===== src/inc/dctrf_pkg.sv =====
// shared constants and types of the temperature result formatter
package dctrf_pkg;
  localparam logic [7:0] ADDR_LOCAL     = 8'h00;
  localparam logic [7:0] ADDR_REM_INT   = 8'h01;
  localparam logic [7:0] ADDR_REM_FRAC  = 8'h10;
  localparam logic [7:0] RESULT_RESET   = 8'h00;
  localparam logic [7:0] READ_UNMAPPED  = 8'h00;
  localparam int         RAW_W          = 12;
  localparam int         FRAC_LSB       = 6;
  localparam logic [3:0] RATE_NO_AVG    = 4'h8;
  localparam int         AVG_COUNT      = 16;
  localparam int         AVG_SHIFT      = 4;
  localparam logic signed [10:0] EXT_OFFSET = 11'sh040;
  localparam logic signed [10:0] EXT_MAX    = 11'sh0ff;
  localparam logic signed [10:0] PLAIN_MAX  = 11'sh07f;
  localparam logic [7:0] OFFSET_ZERO    = 8'h40;

  typedef enum logic [1:0] {
    CUR_BASE_A,
    CUR_MULT1,
    CUR_BASE_B,
    CUR_MULT2
  } dctrf_step_type;

  typedef enum logic {
    CH_LOCAL,
    CH_REMOTE
  } dctrf_chan_type;

  // raw temperature is signed, quarter degree per count
  typedef struct packed {
    dctrf_chan_type          chan;
    logic                    rangeExt;
    logic                    diodeShort;
    logic signed [RAW_W-1:0] temp;
  } dctrf_sample_type;

  typedef struct packed {
    logic       read;
    logic [7:0] addr;
  } dctrf_rdreq_type;
endpackage


===== src/verilog/dctrf_sequencer.sv =====
// current step and channel sequencer for the diode front end
`timescale 1ns/1ps
`default_nettype none
module dctrf_sequencer
  import dctrf_pkg::*;
(
  // clock and reset
  input  wire logic     clock,
  input  wire logic     sys_rst,
  // control
  input  wire logic     stepDone,
  input  wire logic     rangeSelect,
  // sequence state
  output dctrf_step_type step,
  output dctrf_chan_type chan,
  output logic           rangeLatched
);
  dctrf_step_type next_step;
  dctrf_chan_type next_chan;
  logic           next_rangeLatched;

  always_comb begin
    next_step = step;
    next_chan = chan;
    next_rangeLatched = rangeLatched;
    if (stepDone) begin
      unique case (step)
        CUR_BASE_A: next_step = CUR_MULT1; // RULE_01
        CUR_MULT1:  next_step = CUR_BASE_B; // RULE_01
        CUR_BASE_B: next_step = CUR_MULT2; // RULE_01
        CUR_MULT2: begin
          next_step = CUR_BASE_A;
          // alternate channels, free running
          next_chan = (chan == CH_LOCAL) ? CH_REMOTE : CH_LOCAL; // RULE_17
          // range taken once per conversion start
          next_rangeLatched = rangeSelect; // RULE_18 RULE_11
        end
      endcase
    end
  end

  always_ff @(posedge clock) begin
    if (sys_rst) begin
      step <= CUR_BASE_A;
      chan <= CH_LOCAL;
      rangeLatched <= 1'b0;
    end else begin
      step <= next_step;
      chan <= next_chan;
      rangeLatched <= next_rangeLatched;
    end
  end
endmodule
`default_nettype wire


===== src/verilog/dctrf_averager.sv =====
// per channel sixteen sample averager with bypass
`timescale 1ns/1ps
`default_nettype none
module dctrf_averager
  import dctrf_pkg::*;
#(
  parameter int COUNT = AVG_COUNT,
  parameter int SHIFT = AVG_SHIFT
) (
  // clock and reset
  input  wire logic              clock,
  input  wire logic              sys_rst,
  // raw samples
  input  wire logic              inValid,
  input  wire dctrf_sample_type  inSample,
  input  wire logic              avgOn,
  // results
  output logic                   outValid,
  output dctrf_sample_type       outSample
);
  localparam int ACC_W = RAW_W + SHIFT;
  logic signed [ACC_W-1:0] acc [2];
  logic [SHIFT-1:0]        cnt [2];
  logic signed [ACC_W-1:0] next_acc [2];
  logic [SHIFT-1:0]        next_cnt [2];
  logic                    next_outValid;
  dctrf_sample_type        next_outSample;

  always_comb begin
    logic signed [ACC_W-1:0] sum;
    int c;
    sum = '0;
    c = int'(inSample.chan);
    next_acc = acc;
    next_cnt = cnt;
    next_outValid = 1'b0;
    next_outSample = outSample;
    // leaving averaging drops partial sums, no stale mix later
    if (!avgOn) begin
      next_acc[0] = '0;
      next_acc[1] = '0;
      next_cnt[0] = '0;
      next_cnt[1] = '0;
    end
    if (inValid) begin
      if (!avgOn || inSample.diodeShort) begin
        next_outValid = 1'b1; // RULE_03
        next_outSample = inSample; // RULE_03
      end else begin
        sum = acc[c] + {{SHIFT{inSample.temp[RAW_W-1]}}, inSample.temp};
        if (cnt[c] == SHIFT'(COUNT - 1)) begin
          next_outValid = 1'b1; // RULE_02
          next_outSample = inSample;
          next_outSample.temp = RAW_W'(sum >>> SHIFT); // RULE_02
          next_acc[c] = '0;
          next_cnt[c] = '0;
        end else begin
          next_acc[c] = sum; // RULE_02
          next_cnt[c] = cnt[c] + 1'b1;
        end
      end
    end
  end

  always_ff @(posedge clock) begin
    if (sys_rst) begin
      acc[0] <= '0;
      acc[1] <= '0;
      cnt[0] <= '0;
      cnt[1] <= '0;
      outValid <= 1'b0;
      outSample <= '0;
    end else begin
      acc <= next_acc;
      cnt <= next_cnt;
      outValid <= next_outValid;
      outSample <= next_outSample;
    end
  end
endmodule
`default_nettype wire


===== src/verilog/dctrf_result_formatter.sv =====
// temperature result formatter top: sync, sequence, average, registers
// Operation
// (RULE_01) remote: base/first multiple, then base/second multiple
// (RULE_02) slow rates report sixteen-sample averages
// (RULE_03) sixteen per second and faster: no averaging
// (RULE_04) local result byte at 0x00, one degree
// (RULE_05) remote integer at 0x01, fraction at 0x10
// (RULE_06) fraction uses two top bits, rest zero
// (RULE_07) fraction bits 7:6 count quarter degrees
// (RULE_08) fraction read locks integer until read
// (RULE_09) default range 0 to 127, extended available
// (RULE_10) range bit one selects extended range
// (RULE_11) new range valid from next measurement
// (RULE_12) shorted diode keeps last good remote result
// (RULE_13) plain binary default, offset binary extended
// (RULE_14) offset binary adds 64 degrees
// (RULE_15) plain binary clamps to 0 and 127
// (RULE_16) range change leaves limit registers alone
// (RULE_17) free run alternating local and remote
// (RULE_18) range sampled at each conversion start
// (RULE_19) integer read unlocks; next update writes both
`timescale 1ns/1ps
`default_nettype none
module dctrf_result_formatter
  import dctrf_pkg::*;
(
  // clock and reset
  input  wire logic             clock,
  input  wire logic             sys_rst,
  // configuration
  input  wire logic             rangeSelect,
  input  wire logic [3:0]       convRateCode,
  // analog front end
  input  wire logic             feStepToggle,
  input  wire logic [RAW_W-1:0] feRawTemp,
  input  wire logic             feDiodeShort,
  output dctrf_step_type        currentStep,
  output dctrf_chan_type        measChannel,
  // register read port
  input  wire dctrf_rdreq_type  regReq,
  output logic [7:0]            regReadData
);
  // front end crossing: toggle through three stages, data through two
  logic             tog1;
  logic             tog2;
  logic             tog3;
  logic [RAW_W-1:0] raw1;
  logic [RAW_W-1:0] raw2;
  logic             short1;
  logic             short2;
  logic             stepDone;
  logic             rangeLatched;
  logic             convEnd;
  logic             avgOn;
  dctrf_sample_type sample;
  logic             avgValid;
  dctrf_sample_type avgSample;

  always_ff @(posedge clock) begin
    if (sys_rst) begin
      tog1 <= 1'b0;
      tog2 <= 1'b0;
      tog3 <= 1'b0;
      raw1 <= '0;
      raw2 <= '0;
      short1 <= 1'b0;
      short2 <= 1'b0;
    end else begin
      tog1 <= feStepToggle;
      tog2 <= tog1;
      tog3 <= tog2;
      raw1 <= feRawTemp;
      raw2 <= raw1;
      short1 <= feDiodeShort;
      short2 <= short1;
    end
  end

  // data settles with the toggle, so it is stable once tog2 moves
  assign stepDone = tog2 ^ tog3;
  assign convEnd = stepDone && (currentStep == CUR_MULT2);
  assign avgOn = convRateCode < RATE_NO_AVG; // RULE_02 RULE_03

  always_comb begin
    sample.chan = measChannel;
    sample.rangeExt = rangeLatched;
    sample.diodeShort = (measChannel == CH_REMOTE) && short2;
    sample.temp = raw2;
  end

  dctrf_sequencer u_seq (
    .clock        (clock),
    .sys_rst      (sys_rst),
    .stepDone     (stepDone),
    .rangeSelect  (rangeSelect),
    .step         (currentStep),
    .chan         (measChannel),
    .rangeLatched (rangeLatched)
  );

  dctrf_averager #(
    .COUNT (AVG_COUNT),
    .SHIFT (AVG_SHIFT)
  ) u_avg (
    .clock     (clock),
    .sys_rst   (sys_rst),
    .inValid   (convEnd),
    .inSample  (sample),
    .avgOn     (avgOn),
    .outValid  (avgValid),
    .outSample (avgSample)
  );

  // integer byte and quarter-degree fraction of one result
  function automatic logic [9:0] formatTemp(
    input logic signed [RAW_W-1:0] t,
    input logic                    ext
  );
    logic signed [10:0] whole;
    logic signed [10:0] shifted;
    whole = 11'(t >>> 2);
    shifted = whole + EXT_OFFSET; // RULE_14
    if (ext) begin
      // offset binary for extended range
      if (shifted < 0) begin
        formatTemp = '0; // RULE_13
      end else if (shifted > EXT_MAX) begin
        formatTemp = {8'hff, 2'h0};
      end else begin
        formatTemp = {shifted[7:0], t[1:0]}; // RULE_13 RULE_10
      end
    end else begin
      // plain binary, 0 to 127 only
      if (whole < 0) begin
        formatTemp = '0; // RULE_15 RULE_09
      end else if (whole > PLAIN_MAX) begin
        formatTemp = {PLAIN_MAX[7:0], 2'h0}; // RULE_15 RULE_09
      end else begin
        formatTemp = {whole[7:0], t[1:0]}; // RULE_13
      end
    end
  endfunction

  // result registers and coherency lock
  logic [7:0] localTemp;
  logic [7:0] remoteInt;
  logic [7:0] remoteFrac;
  logic       locked;
  logic [7:0] next_localTemp;
  logic [7:0] next_remoteInt;
  logic [7:0] next_remoteFrac;
  logic       next_locked;
  logic [7:0] next_regReadData;
  logic       readFrac;
  logic       readInt;

  assign readFrac = regReq.read && (regReq.addr == ADDR_REM_FRAC);
  assign readInt = regReq.read && (regReq.addr == ADDR_REM_INT);

  always_comb begin
    logic [9:0] fmt;
    fmt = formatTemp(avgSample.temp, avgSample.rangeExt);
    next_localTemp = localTemp;
    next_remoteInt = remoteInt;
    next_remoteFrac = remoteFrac;
    next_locked = locked;
    next_regReadData = regReadData;
    // range change touches only formatting, never any limit
    if (avgValid) begin
      if (avgSample.chan == CH_LOCAL) begin
        next_localTemp = fmt[9:2]; // RULE_04 RULE_16
      end else if (!avgSample.diodeShort && !locked && !readFrac) begin // RULE_12 RULE_08
        // both bytes move together, so a pair is always coherent
        next_remoteInt = fmt[9:2]; // RULE_05 RULE_19
        next_remoteFrac = {fmt[1:0], 6'h00}; // RULE_06 RULE_07
      end
      // a shorted diode leaves the last good pair in place
    end
    if (regReq.read) begin
      unique case (regReq.addr)
        ADDR_LOCAL:    next_regReadData = localTemp; // RULE_04
        ADDR_REM_INT:  next_regReadData = remoteInt; // RULE_05
        ADDR_REM_FRAC: next_regReadData = remoteFrac; // RULE_05
        default:       next_regReadData = READ_UNMAPPED;
      endcase
    end
    if (readFrac) begin
      next_locked = 1'b1; // RULE_08
    end else if (readInt) begin
      next_locked = 1'b0; // RULE_19
    end
  end

  always_ff @(posedge clock) begin
    if (sys_rst) begin
      localTemp <= RESULT_RESET;
      remoteInt <= RESULT_RESET;
      remoteFrac <= RESULT_RESET;
      locked <= 1'b0;
      regReadData <= RESULT_RESET;
    end else begin
      localTemp <= next_localTemp;
      remoteInt <= next_remoteInt;
      remoteFrac <= next_remoteFrac;
      locked <= next_locked;
      regReadData <= next_regReadData;
    end
  end
endmodule
`default_nettype wire


===== config.mk =====
export PLATFORM = sky130hd
export DESIGN_NAME = dctrf_result_formatter
export DESIGN_NICKNAME = d
export VERILOG_FILES = /design/src/inc/dctrf_pkg.sv /design/src/verilog/dctrf_sequencer.sv /design/src/verilog/dctrf_averager.sv /design/src/verilog/dctrf_result_formatter.sv
export SDC_FILE = /design/constraint.sdc
export NUM_CORES = 1
export LEC_CHECK = 0
export CORE_MARGIN = 4
export CORE_UTILIZATION = 34
export CTS_CLUSTER_DIAMETER = 100
export DETAILED_ROUTE_END_ITERATION = 8
export DONT_BUFFER_PORTS = 1
export SETUP_SLACK_MARGIN = 0.5
export SLEW_MARGIN = 40
export SYNTH_ARGS = -nofsm -noshare
export SYNTH_HDL_FRONTEND = slang
export SYNTH_SLANG_ARGS = --single-unit

===== constraint.sdc =====
create_clock -name clock -period 8.7 [get_ports clock]
set_clock_uncertainty 0.05 [all_clocks]
set_input_delay 0.435 -clock clock [delete_from_list [all_inputs] [get_ports clock]]
set_output_delay 0.435 -clock clock [all_outputs]
set_load 0.02 [all_outputs]

==> results.md, run 1 <==
- Setup TNS: 0 ns
- CP cell instances: buf_4 -> mux2_2 -> ha_1 -> o211ai_2 -> or3_1 -> a21o_1 -> o41ai_4 -> xnor2_1 -> a211o_1
- GRT Total Usage: 14.7%
- Final Setup Violations: 0
- GR Layer Usage met2: 23.9%
- CP required: slightly below 9 ns
- Count of hold-fix buffers inserted at cts: 0
- Critical Path AT: 3.84 ns
- Core Util, Final: 40.5%
- CP endpoint kind: flop
- Worst slew margin: 58.7%
- CTS sink cnt: 116
- RSZ-0062 raised after global routing: no
- Post-CTS setup buffer count: 0
- Tcrit/Tclk final: 41.3%
- GRT busiest layer: met2
- DR pass1 iterations: 6
- Reg2reg end: u_avg.outSample[11]
- Startpoint type of the worst setup path: flop
- Clock latency on the worst-skew pair: 0.41 ns
- Slowest CP cell: dfxtp_1
- EDFF count, synth: 0
- Lkg Pwr: 0.00243 uW
- WL final: 12.8 mm
- Largest net degree at the start of global routing: 92
- Number of core rows: 45
- R2r startpoint: u_seq.chan
- DR vias/cell: 5.27
- PwrDens: 214 nW/um^2
- Non-Filler Instances: 819
- Peak supply drop: 0.128 mV
- Synthesized area per cell: 8.89 sq um
- Synth warn: 0
- CTS resizes: 0
- CP max FO: 19
- Wire per inst: 15.6 microns
- Seq/Total Area, Yosys: between 40% and 50%
- Most frequent cells in the layout: dfxtp_1 (116), nor2_1 (58), a21oi_1 (52)
- Initial Util: around a third
- Nets: 649
- Vias in the first global route: 4208
- Routability cong.: 0.806
- Buffers on Ports: 0
- Synth unique cells: 57
- Ys flop type: dfxtp_1
- Hold Path Class: primary input to flop
- Filler cells: 1495
- Peak Freq: 279 MHz
- Final hold vios: 0
- Initial antenna violation count: 0
- GRT overflow: 0
- Routed via count: 4320
- H-tree depth: 4
- Worst r2r path cells: 9
- Hold Crit Endpoint: raw1[7]
- Die W: 134 microns
- Reg2Reg Setup Slack: 5.11 ns
- Commonest non-fill, non-tap cell in the layout: dfxtp_1
- Hold WS: between 0.03 and 0.04 ns
- Syn_nets: 660
- CTS tree: built
- First-pass GRT wire length: ~21 mm
- Inst Count DP: 788
- Kind of critical path: flop to flop
- Max-cap violations: 0
- Period minus WS final: 3.59 ns
- Layout cell share with drive strength beyond 1: 11.5%
- Routing usage on met1: 18.5%
- Mapped cell area: 5390 sq um
- Worst Max-Slew Pin Slew: about 0.61 ns
- Num CTS Buffers: 17
- CP peak stage delay: roughly 0.70 ns
- Status: complete, no violations
- Die area: 17900 sq um
- Post-synthesis register bit count: 116
- Met3 usage: 4.31%
- Clock Path Buffers: 2
- Core Area: 15400 sq um
- Root buffer cell: clkbuf_16
- Async S/R FF share, synth: 0%
- Hold Crit Depth: 1
- Clock slew seen by the registers of the worst setup and hold paths: 0.05 ns
- Post-DP HPWL: 8.81 mm
- IO Pins: 41
- Min-delay src: sys_rst
- Initial drt markers: 300
- DRT antenna net count: 0
- # diodes: 0
- Tot Pwr: 1330 uW
- Cells after synthesis: a little over 600
- Die height: ~130 microns
- Layout overhead on the synthesized area: 15.4%
- Residual DRC: 0
- Slew Limit Fails: 0
[critical path: cells and delay by family (launching register included)]
family | cells | cell delay [ns]
AO/OA/AOI/OAI | 4 | 1.01
XOR/XNOR | 1 | 0.15
adder cells (fa/ha/maj) | 1 | 0.36
buffers and inverters | 1 | 0.42
flip-flops | 1 | 0.70
multiplexers | 1 | 0.39
AND/OR/NAND/NOR | 1 | 0.39
[worst max-delay path by stage]
stage	start	to	slack (ns)	cells past startpoint
after floorplan	u_seq.chan	u_avg.outSample[11]	5.15	12
after global routing	u_seq.chan	u_avg.outSample[11]	4.89	10
after global placement	u_seq.chan	u_avg.acc[28]	4.88	8
after CTS	u_seq.chan	u_avg.outSample[11]	5.11	9
final	u_seq.chan	u_avg.outSample[11]	5.11	9
after detailed placement	u_seq.chan	u_avg.outSample[11]	5.14	9
[layer usage]
layer | up-vias | wire length (microns)
met5 | - | 0
met4 | 0 | 175
met3 | 16 | 739
met2 | 120 | 6050
met1 | 2038 | 5850
li1 | 2146 | -
[cells in the mapped netlist, types with 2 or more instances]
| master | number | area, sq um |
|---|---|---|
| a211o_1 | 2 | 17.5 |
| a211oi_1 | 9 | 67.6 |
| a21boi_0 | 2 | 15.0 |
| a21o_1 | 10 | 75.1 |
| a21oi_1 | 53 | 265 |
| a22oi_1 | 21 | 158 |
| a31oi_1 | 8 | 50.1 |
| a32o_1 | 6 | 60.1 |
| a32oi_1 | 2 | 17.5 |
| and2_1 | 5 | 31.3 |
| and3_1 | 9 | 56.3 |
| buf_1 | 5 | 18.8 |
| buf_2 | 5 | 25.0 |
| clkbuf_1 | 24 | 90.1 |
| dfxtp_1 | 116 | 2320 |
| ha_1 | 22 | 275 |
| inv_1 | 13 | 48.8 |
| mux2_2 | 22 | 248 |
| mux2i_1 | 9 | 90.1 |
| nand2_1 | 41 | 154 |
| nand2b_1 | 3 | 18.8 |
| nand3_1 | 17 | 85.1 |
| nand4_1 | 3 | 18.8 |
| nor2_1 | 60 | 225 |
| nor2b_1 | 41 | 257 |
| nor3_1 | 9 | 45.0 |
| nor4b_1 | 4 | 35.0 |
| o211ai_1 | 4 | 30.0 |
| o21a_1 | 3 | 22.5 |
| o21ai_0 | 31 | 155 |
| o21ai_1 | 6 | 30.0 |
| o21bai_1 | 2 | 15.0 |
| o31ai_1 | 2 | 15.0 |
| or2_2 | 2 | 12.5 |
| or3_1 | 2 | 12.5 |
| xnor2_1 | 9 | 78.8 |
| xor2_1 | 5 | 43.8 |
[cells by family after synthesis]
family | after synthesis | synth area share, %
muxes | 31 | 6.26
and+or+nand+nor | 205 | 19.0
buffers and inverters | 47 | 3.39
xor gates and xnor gates | 14 | 2.27
adders and majority gates | 23 | 5.47
AOI/OAI and AO/OA | 171 | 20.6
DFF | 116 | 43.1
[metrics by stage]
| step | cell area [sq um] | setup WS (ns) |
|---|---|---|
| 6_report | 6220 | 5.11 |
| 5_1_grt | 6220 | 4.89 |
| 4_1_cts | 6220 | 5.11 |
| 3_5_place_dp | 5580 | 5.14 |
| 3_3_place_gp | 5560 | 4.88 |
| 2_1_floorplan | 5390 | 5.15 |
[state kept, by name, summed over array words and instances, names as in the netlist, 2 cells and up]
signal,flops
localTemp,8
raw1,12
raw2,12
regReadData,8
remoteFrac,2
remoteInt,8
u_avg.acc,32
u_avg.cnt,8
u_avg.outSample,15
u_seq.step,2
[area by class of cell]
cell class                      count  area (sq um)  area share (%)
Tap cell                          211           264            4.24
Clock inverter                     13           206            3.32
Clock buffer                       18           439            7.06
Timing Repair Buffer                4          30.0           0.483
Multi-Input combinational cell    444          2910            46.8
Sequential cell                   116          2320            37.3
Inverter                           13          48.8           0.784
[power by group]
group / leakage [uW] / switching (uW) / internal, uW
sequential: 0.000940 / 4.99 / 538
clock: 0.000312 / 247 / 513
combinational: 0.00118 / 19.3 / 11.2
No activity file was read; power rests on OpenSTA's default activity.
==> run 2: changes to the inputs <==
- ABC_AREA: default -> 1
- clock period: 8.7 -> 3.35 ns (I/O delays scaled with it)
==> results.md, run 2 <==
- Cells after synthesis: 893
- Seq/Total Area, Yosys: 38.7%
- Final Setup Violations: 0
- Post-synthesis register bit count: 116
- Synth warn: 0
- Psw: 763 uW
- Largest area contributor in the netlist: dfxtp_1
- CTS sink cnt: approximately 120
- Initial antenna violation count: 0
- Nets: 962
- Setup TNS: 0 ns
- Period minus WS final: 2.52 ns
- DRT antenna net count: 0
- CTS tree: built
- Num CTS Buffers: 17
- Status: complete, no violations
- CP max FO: 16
- H-tree depth: 4
- Crit-path most repeated cell: nand2_1
- Startpoint type of the worst setup path: flop
- RSZ-0062 raised after global routing: no
- Sw Share: 22.4%
- Commonest non-fill, non-tap cell in the layout: nand2_1
- Clock slew seen by the registers of the worst setup and hold paths: 0.06 ns
- Layout overhead on the synthesized area: 16.7%
- Initial Util: between 30% and 40%
- Wire per inst: 12.9 microns
- CP cell instances: buf_4 -> nand2_1 -> nand2_1 -> ha_1 -> inv_1 -> fa_1 -> inv_1 -> nand3_1 -> nand3_1 -> xor2_1 -> nand2_1 -> a21oi_1
- Critical Path AT: ~2.8 ns
- # diodes: 0
- Internal power: 2650 uW
- Clock latency on the worst-skew pair: 0.43 ns
- CTS resizes: 0
- Synth unique cells: 38
- Worst Max-Slew Pin Slew: slightly below 0.6 ns
- Die W: 141 microns
- Die area: 19800 sq um
- Largest net degree at the start of global routing: 97
- Largest registers: u_avg.acc x32, u_avg.outSample x15
- Hold Crit Endpoint: u_avg.cnt[6]
- Layout cell share with drive strength beyond 1: 7.92%
- Max-cap violations: 0
- Max reg flops: 32
- PwrDens: between 400 and 500 nW/um^2
- DR vias/cell: 4.73
- Most frequent cells in the layout: nand2_1 (268), inv_1 (130), dfxtp_1 (116)
- Min-delay src: convRateCode[3]
- DR pass1 iterations: 6
- Buffers on Ports: 0
- Slew Limit Fails: 0
- Filler cells: ~1900
- R2r startpoint: u_seq.chan
- Final hold vios: 0
- Routability cong.: 0.884
- Lkg Pwr: roughly 0.0031 uW
- CP peak stage delay: 0.39 ns
- Peak Freq: approximately 400 MHz
- Tcrit/Tclk final: 75.1%
- WL final: 14.8 mm
- Top-count cell post-synth: nand2_1
- Routed via count: 5420
- Area contributors post-synth: dfxtp_1 (39%), nand2_1 (17%), inv_1 (8.1%)
- Root buffer cell: clkbuf_16
- Hold Crit Depth: 5
- Post-synth top cells: nand2_1 (268), inv_1 (130), dfxtp_1 (116)
- CP endpoint kind: flop
- CP required: 3.65 ns
- Ys flop type: dfxtp_1
- Reg2reg end: u_avg.outSample[0]
- Reg power frac: between 40 and 50%
- Die height: approximately 140 microns
- Clock Path Buffers: 2
- Peak supply drop: 0.448 mV
- Combinational power share: between 3 and 4%
- GRT Total Usage: between 15 and 20%
- IO Pins: 41
- Clk pwr share: 54.6%
- Vias in the first global route: just over 5000
- Number of core rows: 48
- Tot Pwr: 3410 uW
- Post-DP HPWL: 10.2 mm
- Worst slew margin: 61.4%
- Reg2Reg Setup Slack: 0.83 ns
- Mapped cell area: 6000 sq um
- Hold Path Class: primary input to flop
- Syn_nets: roughly 950
- Worst r2r path cells: 12
- Initial drt markers: approximately 240
- EDFF count, synth: 0
- Slowest CP cell: fa_1
- GRT overflow: 0
- Synthesized area per cell: around 6.7 sq um
- Reg with most FFs: u_avg.acc
- Residual DRC: 0
- Async S/R FF share, synth: 0%
- Core Area: ~17000 sq um
- Synth top area share: 38.7%
- Kind of critical path: flop to flop
- First-pass GRT wire length: 24.8 mm
==> run 2: logic make-up after synthesis <==
| logic type | synth area share, % |
|---|---|
| multiplexers | 0.167 |
| adder cells (fa/ha/maj) | 4.92 |
| buffers and inverters | 11.3 |
| AND/OR/NAND/NOR | 29.8 |
| flip-flops | 38.7 |
| XOR/XNOR | 1.44 |
| AO/OA/AOI/OAI | 13.7 |
==> run 2: how the worst max path moves through the flow <==
stage / from / endpoint / slack, ns / depth (start not counted)
3_5_place_dp: u_seq.chan / u_avg.outSample[0] / 0.86 / 12
3_3_place_gp: u_seq.chan / u_avg.outSample[0] / 0.88 / 12
4_1_cts: u_seq.chan / u_avg.outSample[0] / 0.83 / 12
6_report: u_seq.chan / u_avg.outSample[0] / 0.83 / 12
5_1_grt: u_seq.chan / u_avg.outSample[9] / 0.59 / 14
2_1_floorplan: u_seq.chan / u_avg.acc[13] / 0.77 / 14
==> run 2: layout make-up <==
| class | instances | area (sq um) | share of cell area, % |
|---|---|---|---|
| Timing Repair Buffer | 28 | 275 | 3.93 |
| Inverter | 137 | 514 | 7.34 |
| Clock inverter | 13 | 158 | 2.25 |
| Sequential cell | 116 | 2320 | 33.1 |
| Clock buffer | 19 | 453 | 6.47 |
| Tap cell | 225 | 282 | 4.02 |
| Multi-Input combinational cell | 609 | 3000 | 42.8 |
==> run 2: critical path, delay by kind of cell (launching register included) <==
kind                       cells  cell delay (ns)
adders and majority gates      2             0.58
and+or+nand+nor                5             0.52
buffers and inverters          3             0.43
xor gates and xnor gates       1             0.37
DFF                            1             0.35
AOI/OAI and AO/OA              1             0.16
==> run 2: layer usage <==
| metal | global-route usage, % | up-vias | wire (microns) |
|---|---|---|---|
| met1 | 19.8 | 2440 | 7050 |
| met4 | 6.53 | 0 | 297 |
| met3 | 3.80 | 21 | 686 |
| met2 | 25.1 | 119 | 6760 |
| met5 | 0 | - | 0 |
| li1 | - | 2840 | - |
==> run 2: power by group through the flow <==
stage / Sequential [uW] / Combinational (uW) / Clock, uW
final: 1420 / 133 / 1860
after global routing: 1420 / 150 / 1960
after CTS: 1420 / 133 / 1900
after detailed placement: 1450 / 93.3 / 0
after global placement: 1450 / 93.0 / 0
after floorplan: 1440 / 89.4 / 0
==> run 2: per-stage QoR <==
step           setup WS [ns]  cells  hold slack [ns]  instance area, sq um  util, %
2_1_floorplan          0.773    893            0.224                  6000        -
3_3_place_gp           0.878   1096            0.197                  6190     35.8
3_5_place_dp           0.857   1096            0.199                  6190     35.8
4_1_cts                0.833   1147         0.000291                  7010     40.5
5_1_grt                0.585   1147           0.0466                  7010     40.5
6_report               0.833   1147           0.0273                  7010     40.5
==> run 2: what timing repair did <==
| item | CTS | global route |
|---|---|---|
| endpoints found under the hold margin | 100 | 0 |
| setup buffers | 0 | 0 |
| setup endpoints to repair | 0 | 0 |
| hold buffers | 19 | 0 |
